[src/include/adc_dac_pkg.sv]
// Shared constants and types of the converter sequencer
package adc_dac_pkg;
  // Register addresses on the special-function register port
  localparam logic [7:0] ADDR_ADC_RESULT  = 8'hc2;
  localparam logic [7:0] ADDR_ADC_CONTROL = 8'hc3;
  localparam logic [7:0] ADDR_DAC_VALUE   = 8'hc4;
  // Control register field positions
  localparam int unsigned CTRL_REQ_BIT  = 0;
  localparam int unsigned CTRL_CHAN_BIT = 1;
  localparam int unsigned CTRL_AUTO_BIT = 2;
  // Reset values and unmapped read value
  localparam logic [7:0] ADC_RESULT_RESET  = 8'h00;
  localparam logic [7:0] ADC_CONTROL_RESET = 8'h00;
  localparam logic [7:0] DAC_VALUE_RESET   = 8'h80;
  localparam logic [7:0] UNMAPPED_READ     = 8'h00;
  // Converter shape
  localparam int unsigned CODE_WIDTH = 8;
  localparam int unsigned ADC_STEPS  = 8;
  localparam logic [7:0]  TRIAL_START = 8'h80;
  // Timing
  localparam int unsigned CLK_PERIOD_NS  = 100;
  localparam int unsigned SLOT_TIME_NS   = 2000;
  localparam int unsigned SLOT_CYCLES    = SLOT_TIME_NS / CLK_PERIOD_NS;
  localparam int unsigned AUTO_PERIOD_MS = 30;
  localparam int unsigned AUTO_PERIOD_CYCLES =
    AUTO_PERIOD_MS * 1000000 / CLK_PERIOD_NS;
  localparam int unsigned DAC_SETTLE_US  = 25;
  localparam int unsigned DAC_SETTLE_CYCLES =
    DAC_SETTLE_US * 1000 / CLK_PERIOD_NS;
  localparam int unsigned RESULT_LIMIT_MS = 50;
  // State machines
  typedef enum logic [1:0] {SLOT_IDLE, SLOT_ADC, SLOT_DAC} slot_state_type;
  typedef enum logic {SEQ_IDLE, SEQ_TRIAL} seq_state_type;
endpackage

[src/include/vgen_if.sv]
// Slot requests between the sequencer and the generator slot control
`timescale 1ns/100ps
`default_nettype none
interface vgen_if;
  logic       adc_req;
  logic [7:0] adc_code;
  logic       dac_req;
  logic [7:0] dac_code;
  logic       adc_done;
  logic       adc_above;
  logic       dac_done;
  modport seq  (output adc_req, adc_code, dac_req, dac_code,
                input  adc_done, adc_above, dac_done);
  modport slot (input  adc_req, adc_code, dac_req, dac_code,
                output adc_done, adc_above, dac_done);
endinterface
`default_nettype wire

[src/rtl/vgen_slot_ctrl.sv]
// Time-slot owner of the shared voltage generator
`timescale 1ns/100ps
`default_nettype none
module vgen_slot_ctrl
  import adc_dac_pkg::*;
#(
  parameter int unsigned SLOT_LEN = SLOT_CYCLES
) (
  input  wire logic       clk_in,
  input  wire logic       rst_in,
  input  wire logic       system_on_in,
  input  wire logic       comparator_in,
  vgen_if.slot            bus,
  output logic [7:0]      vgen_code_out,
  output logic            vgen_to_dac_out,
  output logic            dac_latch_out
);
  localparam int unsigned CW = $clog2(SLOT_LEN + 1);
  localparam logic [CW-1:0] SLOT_LAST = CW'(SLOT_LEN - 1);

  slot_state_type state_reg, state_next;
  logic [CW-1:0]  cnt_reg, cnt_next;
  logic [7:0]     code_reg, code_next;
  logic           adone_reg, adone_next;
  logic           above_reg, above_next;
  logic           ddone_reg, ddone_next;

  // One owner per slot; a request waits until the slot ends
  always_comb begin
    state_next = state_reg;
    cnt_next   = cnt_reg;
    code_next  = code_reg;
    adone_next = 1'b0;
    above_next = above_reg;
    ddone_next = 1'b0;
    case (state_reg)
      SLOT_IDLE: begin
        // Done pulse guards against the stale request just answered
        if (system_on_in && bus.dac_req && !ddone_reg) begin
          state_next = SLOT_DAC;
          code_next  = bus.dac_code;
          cnt_next   = SLOT_LAST;
        end else if (system_on_in && bus.adc_req && !adone_reg) begin
          state_next = SLOT_ADC;
          code_next  = bus.adc_code;
          cnt_next   = SLOT_LAST;
        end
      end
      SLOT_ADC: begin
        if (cnt_reg == '0) begin
          state_next = SLOT_IDLE;
          adone_next = 1'b1;
          above_next = comparator_in; // Sampled after settling
        end else begin
          cnt_next = cnt_reg - 1'b1;
        end
      end
      SLOT_DAC: begin
        if (cnt_reg == '0) begin
          state_next = SLOT_IDLE;
          ddone_next = 1'b1;
        end else begin
          cnt_next = cnt_reg - 1'b1;
        end
      end
      default: state_next = SLOT_IDLE;
    endcase
  end

  // Slot registers
  always_ff @(posedge clk_in) begin
    if (rst_in) begin
      state_reg <= SLOT_IDLE;
      cnt_reg   <= '0;
      code_reg  <= '0;
      adone_reg <= 1'b0;
      above_reg <= 1'b0;
      ddone_reg <= 1'b0;
    end else begin
      state_reg <= state_next;
      cnt_reg   <= cnt_next;
      code_reg  <= code_next;
      adone_reg <= adone_next;
      above_reg <= above_next;
      ddone_reg <= ddone_next;
    end
  end

  // Outputs straight from registers
  assign vgen_code_out   = code_reg;
  assign vgen_to_dac_out = (state_reg == SLOT_DAC);
  assign dac_latch_out   = ddone_reg;
  assign bus.adc_done    = adone_reg;
  assign bus.adc_above   = above_reg;
  assign bus.dac_done    = ddone_reg;
endmodule // vgen_slot_ctrl
`default_nettype wire

[src/rtl/converter_sequencer.sv]
// Converter sequencer: registers, conversion control, DAC updates
// Notes on behaviour
// - Logic runs whenever system-on mode holds
// - One shared generator serves ADC and DAC
// - Successive approximation, eight comparisons per conversion
// - Final trial copied to result at once
// - Request bit starts; hardware clears when done
// - Result ready well under fifty milliseconds
// - Auto bit converts every thirty milliseconds
// - Channel bit picks first or second input
// - Control bits seven to three reserved
// - Read-only eight-bit result, resets to zero
// - Single eight-bit DAC, one value register
// - DAC write updates output within 25 us; a write during a DAC slot never reaches it
// - DAC value resets to 80 hex
`timescale 1ns/100ps
`default_nettype none
module converter_sequencer
  import adc_dac_pkg::*;
#(
  parameter int unsigned AUTO_PERIOD = AUTO_PERIOD_CYCLES,
  parameter int unsigned SLOT_LEN    = SLOT_CYCLES
) (
  input  wire logic       clk_in,
  input  wire logic       rst_in,
  input  wire logic       system_on_in,
  input  wire logic [7:0] sfr_addr_in,
  input  wire logic [7:0] sfr_wdata_in,
  input  wire logic       sfr_wr_in,
  input  wire logic       sfr_rd_in,
  output logic [7:0]      sfr_rdata_out,
  input  wire logic       comparator_in,
  output logic            channel_select_out,
  output logic [7:0]      vgen_code_out,
  output logic            vgen_to_dac_out,
  output logic            dac_latch_out,
  output logic            adc_busy_out
);
  localparam int unsigned AW = $clog2(AUTO_PERIOD + 1);
  localparam logic [AW-1:0] AUTO_LAST = AW'(AUTO_PERIOD - 1);
  localparam logic [2:0] STEP_LAST = 3'(ADC_STEPS - 1);

  vgen_if vbus ();

  // Register file and sequencer state
  logic           req_reg, req_next;
  logic           chan_reg, chan_next;
  logic           auto_reg, auto_next;
  logic [7:0]     result_reg, result_next;
  logic [7:0]     dac_reg, dac_next;
  logic           dac_pend_reg, dac_pend_next;
  logic [7:0]     rdata_reg, rdata_next;
  seq_state_type  state_reg, state_next;
  logic [7:0]     trial_reg, trial_next;
  logic [2:0]     step_reg, step_next;
  logic [AW-1:0]  auto_cnt_reg, auto_cnt_next;
  logic           auto_pend_reg, auto_pend_next;

  logic wr_ctrl;
  logic wr_dac;
  logic auto_tick;
  logic start;
  logic finish;
  logic [7:0] keep_bit;

  // Address decode of the write strobe
  always_comb begin
    wr_ctrl = 1'b0;
    wr_dac  = 1'b0;
    if (sfr_wr_in && sfr_addr_in == ADDR_ADC_CONTROL) begin
      wr_ctrl = 1'b1;
    end else if (sfr_wr_in && sfr_addr_in == ADDR_DAC_VALUE) begin
      wr_dac = 1'b1;
    end
  end

  // Conversion start and finish conditions
  assign auto_tick = auto_reg && (auto_cnt_reg == '0);
  assign start  = (state_reg == SEQ_IDLE) && system_on_in
                  && (req_reg || auto_pend_reg);
  assign finish = (state_reg == SEQ_TRIAL) && vbus.adc_done
                  && (step_reg == '0);
  // Decision bit: kept when input sits above the trial level
  assign keep_bit = 8'h01 << step_reg;

  // Control, result and DAC value registers
  always_comb begin
    req_next      = req_reg;
    chan_next     = chan_reg;
    auto_next     = auto_reg;
    result_next   = result_reg;
    dac_next      = dac_reg;
    dac_pend_next = dac_pend_reg;
    // Hardware clear first so a same-cycle software set wins
    if (finish) begin
      req_next    = 1'b0;
      result_next = vbus.adc_above ? trial_reg
                                   : (trial_reg & ~keep_bit);
    end
    if (wr_ctrl) begin
      // Bits 7..3 are dropped on write; writing 0 cannot abort
      req_next  = req_next | sfr_wdata_in[CTRL_REQ_BIT];
      chan_next = sfr_wdata_in[CTRL_CHAN_BIT];
      auto_next = sfr_wdata_in[CTRL_AUTO_BIT];
    end
    if (vbus.dac_done) begin
      dac_pend_next = 1'b0;
    end
    if (wr_dac) begin
      dac_next      = sfr_wdata_in;
      dac_pend_next = 1'b1;
    end
  end

  always_ff @(posedge clk_in) begin
    if (rst_in) begin
      req_reg      <= ADC_CONTROL_RESET[CTRL_REQ_BIT];
      chan_reg     <= ADC_CONTROL_RESET[CTRL_CHAN_BIT];
      auto_reg     <= ADC_CONTROL_RESET[CTRL_AUTO_BIT];
      result_reg   <= ADC_RESULT_RESET;
      dac_reg      <= DAC_VALUE_RESET;
      dac_pend_reg <= 1'b1; // Drive mid-range out right after reset
    end else begin
      req_reg      <= req_next;
      chan_reg     <= chan_next;
      auto_reg     <= auto_next;
      result_reg   <= result_next;
      dac_reg      <= dac_next;
      dac_pend_reg <= dac_pend_next;
    end
  end

  // Successive approximation walk, one comparison per generator slot
  always_comb begin
    state_next = state_reg;
    trial_next = trial_reg;
    step_next  = step_reg;
    case (state_reg)
      SEQ_IDLE: begin
        if (start) begin
          state_next = SEQ_TRIAL;
          trial_next = TRIAL_START;
          step_next  = STEP_LAST;
        end
      end
      SEQ_TRIAL: begin
        if (vbus.adc_done) begin
          if (!vbus.adc_above) begin
            trial_next = trial_reg & ~keep_bit;
          end
          if (step_reg == '0) begin
            state_next = SEQ_IDLE;
          end else begin
            step_next  = step_reg - 1'b1;
            trial_next[step_reg - 1'b1] = 1'b1;
          end
        end
      end
      default: state_next = SEQ_IDLE;
    endcase
  end

  always_ff @(posedge clk_in) begin
    if (rst_in) begin
      state_reg <= SEQ_IDLE;
      trial_reg <= '0;
      step_reg  <= '0;
    end else begin
      state_reg <= state_next;
      trial_reg <= trial_next;
      step_reg  <= step_next;
    end
  end

  // Auto-conversion period; a tick during a conversion is kept pending
  always_comb begin
    auto_cnt_next  = auto_cnt_reg;
    auto_pend_next = auto_pend_reg;
    if (!auto_reg) begin
      auto_cnt_next  = AUTO_LAST;
      auto_pend_next = 1'b0;
    end else begin
      auto_cnt_next = (auto_cnt_reg == '0) ? AUTO_LAST
                                           : auto_cnt_reg - 1'b1;
      if (start) begin
        auto_pend_next = 1'b0;
      end
      if (auto_tick) begin
        auto_pend_next = 1'b1;
      end
    end
  end

  always_ff @(posedge clk_in) begin
    if (rst_in) begin
      auto_cnt_reg  <= AUTO_LAST;
      auto_pend_reg <= 1'b0;
    end else begin
      auto_cnt_reg  <= auto_cnt_next;
      auto_pend_reg <= auto_pend_next;
    end
  end

  // Registered read data; unmapped and reserved bits read zero
  always_comb begin
    rdata_next = rdata_reg;
    if (sfr_rd_in) begin
      if (sfr_addr_in == ADDR_ADC_RESULT) begin
        rdata_next = result_reg;
      end else if (sfr_addr_in == ADDR_ADC_CONTROL) begin
        rdata_next = 8'h00;
        rdata_next[CTRL_REQ_BIT]  = req_reg;
        rdata_next[CTRL_CHAN_BIT] = chan_reg;
        rdata_next[CTRL_AUTO_BIT] = auto_reg;
      end else if (sfr_addr_in == ADDR_DAC_VALUE) begin
        rdata_next = dac_reg;
      end else begin
        rdata_next = UNMAPPED_READ;
      end
    end
  end

  always_ff @(posedge clk_in) begin
    if (rst_in) begin
      rdata_reg <= 8'h00;
    end else begin
      rdata_reg <= rdata_next;
    end
  end

  // Requests into the shared generator
  assign vbus.adc_req  = (state_reg == SEQ_TRIAL);
  assign vbus.adc_code = trial_reg;
  assign vbus.dac_req  = dac_pend_reg;
  assign vbus.dac_code = dac_reg;

  vgen_slot_ctrl #(
    .SLOT_LEN (SLOT_LEN)
  ) u_slot (
    .clk_in          (clk_in),
    .rst_in          (rst_in),
    .system_on_in    (system_on_in),
    .comparator_in   (comparator_in),
    .bus             (vbus.slot),
    .vgen_code_out   (vgen_code_out),
    .vgen_to_dac_out (vgen_to_dac_out),
    .dac_latch_out   (dac_latch_out)
  );

  // Channel follows the bit; software keeps it still while busy
  assign channel_select_out = chan_reg;
  assign adc_busy_out       = (state_reg == SEQ_TRIAL);
  assign sfr_rdata_out      = rdata_reg;
endmodule // converter_sequencer
`default_nettype wire

[config.mk]
export PLATFORM = sky130hd
export DESIGN_NAME = converter_sequencer
export DESIGN_NICKNAME = d
export VERILOG_FILES = /design/src/include/adc_dac_pkg.sv /design/src/include/vgen_if.sv /design/src/rtl/vgen_slot_ctrl.sv /design/src/rtl/converter_sequencer.sv
export SDC_FILE = /design/constraint.sdc
export NUM_CORES = 1
export LEC_CHECK = 0
export CAP_MARGIN = 25
export CORE_ASPECT_RATIO = 1.2
export CORE_MARGIN = 8
export CORE_UTILIZATION = 60
export CTS_CLUSTER_DIAMETER = 150
export DETAILED_ROUTE_END_ITERATION = 6
export DONT_BUFFER_PORTS = 1
export HOLD_SLACK_MARGIN = 0.06
export PLACE_DENSITY = 0.77
export SLEW_MARGIN = 20
export SYNTH_ARGS = -nofsm -noshare
export SYNTH_HDL_FRONTEND = slang
export SYNTH_SLANG_ARGS = --single-unit
[constraint.sdc]
create_clock -name clk_in -period 2.8 [get_ports clk_in]
set_clock_uncertainty 0.2 [all_clocks]
set_input_delay 0.84 -clock clk_in [delete_from_list [all_inputs] [get_ports clk_in]]
set_output_delay 0.84 -clock clk_in [all_outputs]
set_load 0.01 [all_outputs]
==> out/metrics.cfg <==
[critical_path]
worstSetupEndpointType=flip-flop
worst-setup-path-type=reg -> reg
worst_setup_path_start_kind=flip-flop
cp.arrival_ns=2.28
cp.required_ns=2.87
worst-path-max-fanout=12

[routing]
vias_per_cell=6.04
total_iterations_of_the_first_detailed_routing_run=4
drt_first_iter_violations=160
wire_per_inst_um=16.2
routed_wirelength_um=8020
drc=0
via_count=2995
final_antenna_net_count=0

[layout]
num-nets-final=443
fin_cells=496
final_layout_size_suffix_gt1_share_pct=8.45
n_antenna_cell=0
layout-area-overhead-vs-synth_pct=6.81
fillCellCount=518
utilization_pct=65.2
largest_register_ffs=19

[global_routing]
grt_pass1_vias=2824
grt_first_pass_wirelength_um=13300
global_route.overflow_total=0
largest_net_degree_at_the_start_of_global_routing=53
grt_antenna_before_repair=0
grt.total_usage_pct=18.7

[power_and_ir_drop]
cell_internal_pwr_mw=1.83
combinational_fraction_of_design_power_pct=18.8
p_switching_mw=0.760
total_leakage_power_nw=1.29
power.share.sequential_pct=49.7
power_density_mw_per_mm2=669
vdd_ir_drop_max_uv=443
power.share.clock_pct=31.5
finalPower_mw=2.59
sw_frac_of_total_pct=29.4

[timing]
report.final.hold_viol_count=0
timing.final.setup_violations=0
transition_time_at_the_pin_with_the_least_slew_margin_ns=0.607
timing.hold.ws_ns=0.214
timing_limited_maximum_frequency_mhz=453
grt_setup_unrepaired=no
finalCritPeriodShare_pct=78.8
maxSlewViolCount=0
setup_total_negative_slack_ns=0
period_needed_ns=2.21
max-slew-margin-rel_pct=59.2

[flow_run]
drv.max_cap_violation_count=0

[place]
number_of_cells_after_detailed_placement=481
detailed_placement_wirelength_estimate_um=5910
globalplace.congestion=0.835
placement.io_buffers=0

[die]
rows=31
chipHeight_um=101
coreArea_mm2=0.00593
ioPinCount=42
floorplan.initialDensity_pct=61.0
design.die.area_mm2=0.00879
die_w_um=86.9

[clock_tree]
clockRootBuffer=sky130_fd_sc_hd__clkbuf_8
max_buffers_root_to_sink=2
clkSlewWorstSetupHoldPaths_ns=0.08
cts_max_level=3
clkSinkCount=78
clk_latency_ns=0.34
ctsResizeCount=0
cts_buf_count=9
cts_tree=built
number_of_buffers_added_for_setup_after_cts=0
ctsHoldBuffers=0

[yosys]
synthesis.nets=446
yosys_warnings=0
synth-seq-cells=78
netlist.area_leader.share_pct=43.1
yosysSeqAreaShare_pct=43.1
post_synth_num_cell_types=56
synth_top_flop_cell=sky130_fd_sc_hd__dfxtp_1
edff_count_synth=0
async_flop_share_pct=0
netlist_area_mm2=0.00362
leading_cell_types_by_total_area_after_synthesis=sky130_fd_sc_hd__dfxtp_1, sky130_fd_sc_hd__nand2_1, sky130_fd_sc_hd__a21oi_1, sky130_fd_sc_hd__ha_1, sky130_fd_sc_hd__nor2_1
syn_inst=413
netlist.top_cell.by_area=sky130_fd_sc_hd__dfxtp_1
avgSynthCellArea_um2=8.77

[hold_path]
worst_hold_path_type=reg -> reg

[status]
status=complete, no violations

layer usage:
| layer | GRT usage (%) | part of all wire (%) | vias to the layer above |
|---|---|---|---|
| met5 | 0 | 0 | - |
| met4 | 8.10 | 2.1 | 0 |
| met3 | 4.24 | 6.3 | 13 |
| met2 | 31.4 | 47 | 67 |
| met1 | 22.2 | 44 | 1410 |
| li1 | - | - | 1505 |
through the flow:
stage | cell area [um^2] | setup WS (ns)
after floorplan | 3620 | 0.644
after global placement | 3680 | 0.570
after detailed placement | 3680 | 0.506
after CTS | 3870 | 0.596
after global routing | 3870 | 0.376
final | 3870 | 0.593
power groups by stage:
stage	registers [mW]	clock network, mW	logic (mW)
2_1_floorplan	1.29	0	0.411
3_3_place_gp	1.31	0	0.470
3_5_place_dp	1.31	0	0.481
4_1_cts	1.29	0.835	0.484
5_1_grt	1.29	0.881	0.540
6_report	1.28	0.815	0.486
worst max-delay path: stages (launching register included):
cell and delay [ns]:
sky130_fd_sc_hd__dfxtp_1 0.42, sky130_fd_sc_hd__inv_1 0.15, sky130_fd_sc_hd__ha_1 0.30, sky130_fd_sc_hd__nand4b_1 0.54, sky130_fd_sc_hd__a21oi_1 0.33, sky130_fd_sc_hd__a22oi_1 0.09
sky130_fd_sc_hd__nor2_1 0.10
final cells by class:
type	instances	area, um^2	share of cell area [%]
Clock inverter	4	47.5	1.23
Clock buffer	11	141	3.66
Tap cell	82	103	2.65
Timing Repair Buffer	3	22.5	0.582
Sequential cell	78	1560	40.4
Multi-Input combinational cell	306	1950	50.3
Inverter	12	45.0	1.16
logic make-up (layout without fill, tap and decap cells):
logic type	count (synthesis)	count (layout)	synth area share, %
adder cells (fa/ha/maj)	11	11	3.80
multiplexers	1	1	0.276
buffers and inverters	29	30	3.11
AO/OA/AOI/OAI	107	107	21.5
flip-flops	78	78	43.1
XOR/XNOR	11	11	2.66
AND/OR/NAND/NOR	176	176	25.6
cells in the mapped netlist (2+ instances only):
cell type,count
sky130_fd_sc_hd__a2111o_1,2
sky130_fd_sc_hd__a2111oi_0,2
sky130_fd_sc_hd__a211oi_1,6
sky130_fd_sc_hd__a21oi_1,29
sky130_fd_sc_hd__a21oi_2,2
sky130_fd_sc_hd__a221o_1,2
sky130_fd_sc_hd__a221oi_1,5
sky130_fd_sc_hd__a22o_1,3
sky130_fd_sc_hd__a22oi_1,8
sky130_fd_sc_hd__a2bb2oi_1,5
sky130_fd_sc_hd__a311oi_1,10
sky130_fd_sc_hd__a31oi_1,2
sky130_fd_sc_hd__a32oi_1,2
sky130_fd_sc_hd__and3_1,4
sky130_fd_sc_hd__buf_1,4
sky130_fd_sc_hd__buf_2,3
sky130_fd_sc_hd__clkbuf_1,10
sky130_fd_sc_hd__dfxtp_1,78
sky130_fd_sc_hd__ha_1,11
sky130_fd_sc_hd__inv_1,12
sky130_fd_sc_hd__nand2_1,59
sky130_fd_sc_hd__nand2b_1,6
sky130_fd_sc_hd__nand3_1,20
sky130_fd_sc_hd__nand3b_1,2
sky130_fd_sc_hd__nand4_1,3
sky130_fd_sc_hd__nand4b_1,3
sky130_fd_sc_hd__nor2_1,34
sky130_fd_sc_hd__nor2_2,5
sky130_fd_sc_hd__nor2b_1,6
sky130_fd_sc_hd__nor3_1,10
sky130_fd_sc_hd__nor3_2,2
sky130_fd_sc_hd__nor4_1,2
sky130_fd_sc_hd__nor4_4,2
sky130_fd_sc_hd__nor4b_2,2
sky130_fd_sc_hd__nor4bb_1,2
sky130_fd_sc_hd__o211a_1,2
sky130_fd_sc_hd__o21ai_0,12
sky130_fd_sc_hd__o21ai_1,2
sky130_fd_sc_hd__o31ai_1,6
sky130_fd_sc_hd__o41ai_1,3
sky130_fd_sc_hd__or3_1,5
sky130_fd_sc_hd__or4_1,2
sky130_fd_sc_hd__xnor2_1,4
sky130_fd_sc_hd__xor2_1,7
path summary, 6_finish.rpt:
path,start,to,slack [ns],depth (start not counted)
min,auto_cnt_reg[0],auto_cnt_reg[0],0.21,1
max,step_reg[0],result_reg[3],0.59,6
min reg2reg,auto_cnt_reg[0],auto_cnt_reg[0],0.21,1
max reg2reg,step_reg[0],result_reg[3],0.59,6
placed cells by master (no fill, tap or decap), types with 3 or more instances in the layout:
cell and instances:
sky130_fd_sc_hd__o41ai_1 3, sky130_fd_sc_hd__nand2_1 59, sky130_fd_sc_hd__nand4_1 3, sky130_fd_sc_hd__a221oi_1 5, sky130_fd_sc_hd__nor3_1 10, sky130_fd_sc_hd__nand2b_1 6, sky130_fd_sc_hd__o31ai_1 6, sky130_fd_sc_hd__nor2b_1 6
sky130_fd_sc_hd__buf_4 3, sky130_fd_sc_hd__o21ai_0 12, sky130_fd_sc_hd__a2bb2oi_1 5, sky130_fd_sc_hd__a22o_1 3, sky130_fd_sc_hd__and3_1 4, sky130_fd_sc_hd__xor2_1 7, sky130_fd_sc_hd__nor2_1 34, sky130_fd_sc_hd__nand3_1 20
sky130_fd_sc_hd__inv_1 12, sky130_fd_sc_hd__a21oi_1 29, sky130_fd_sc_hd__nor2_2 5, sky130_fd_sc_hd__ha_1 11, sky130_fd_sc_hd__or3_1 5, sky130_fd_sc_hd__clkbuf_8 10, sky130_fd_sc_hd__a311oi_1 10, sky130_fd_sc_hd__a211oi_1 6
sky130_fd_sc_hd__nand4b_1 3, sky130_fd_sc_hd__a22oi_1 8, sky130_fd_sc_hd__dfxtp_1 78, sky130_fd_sc_hd__xnor2_1 4
Power figures use the tool's default switching activity.
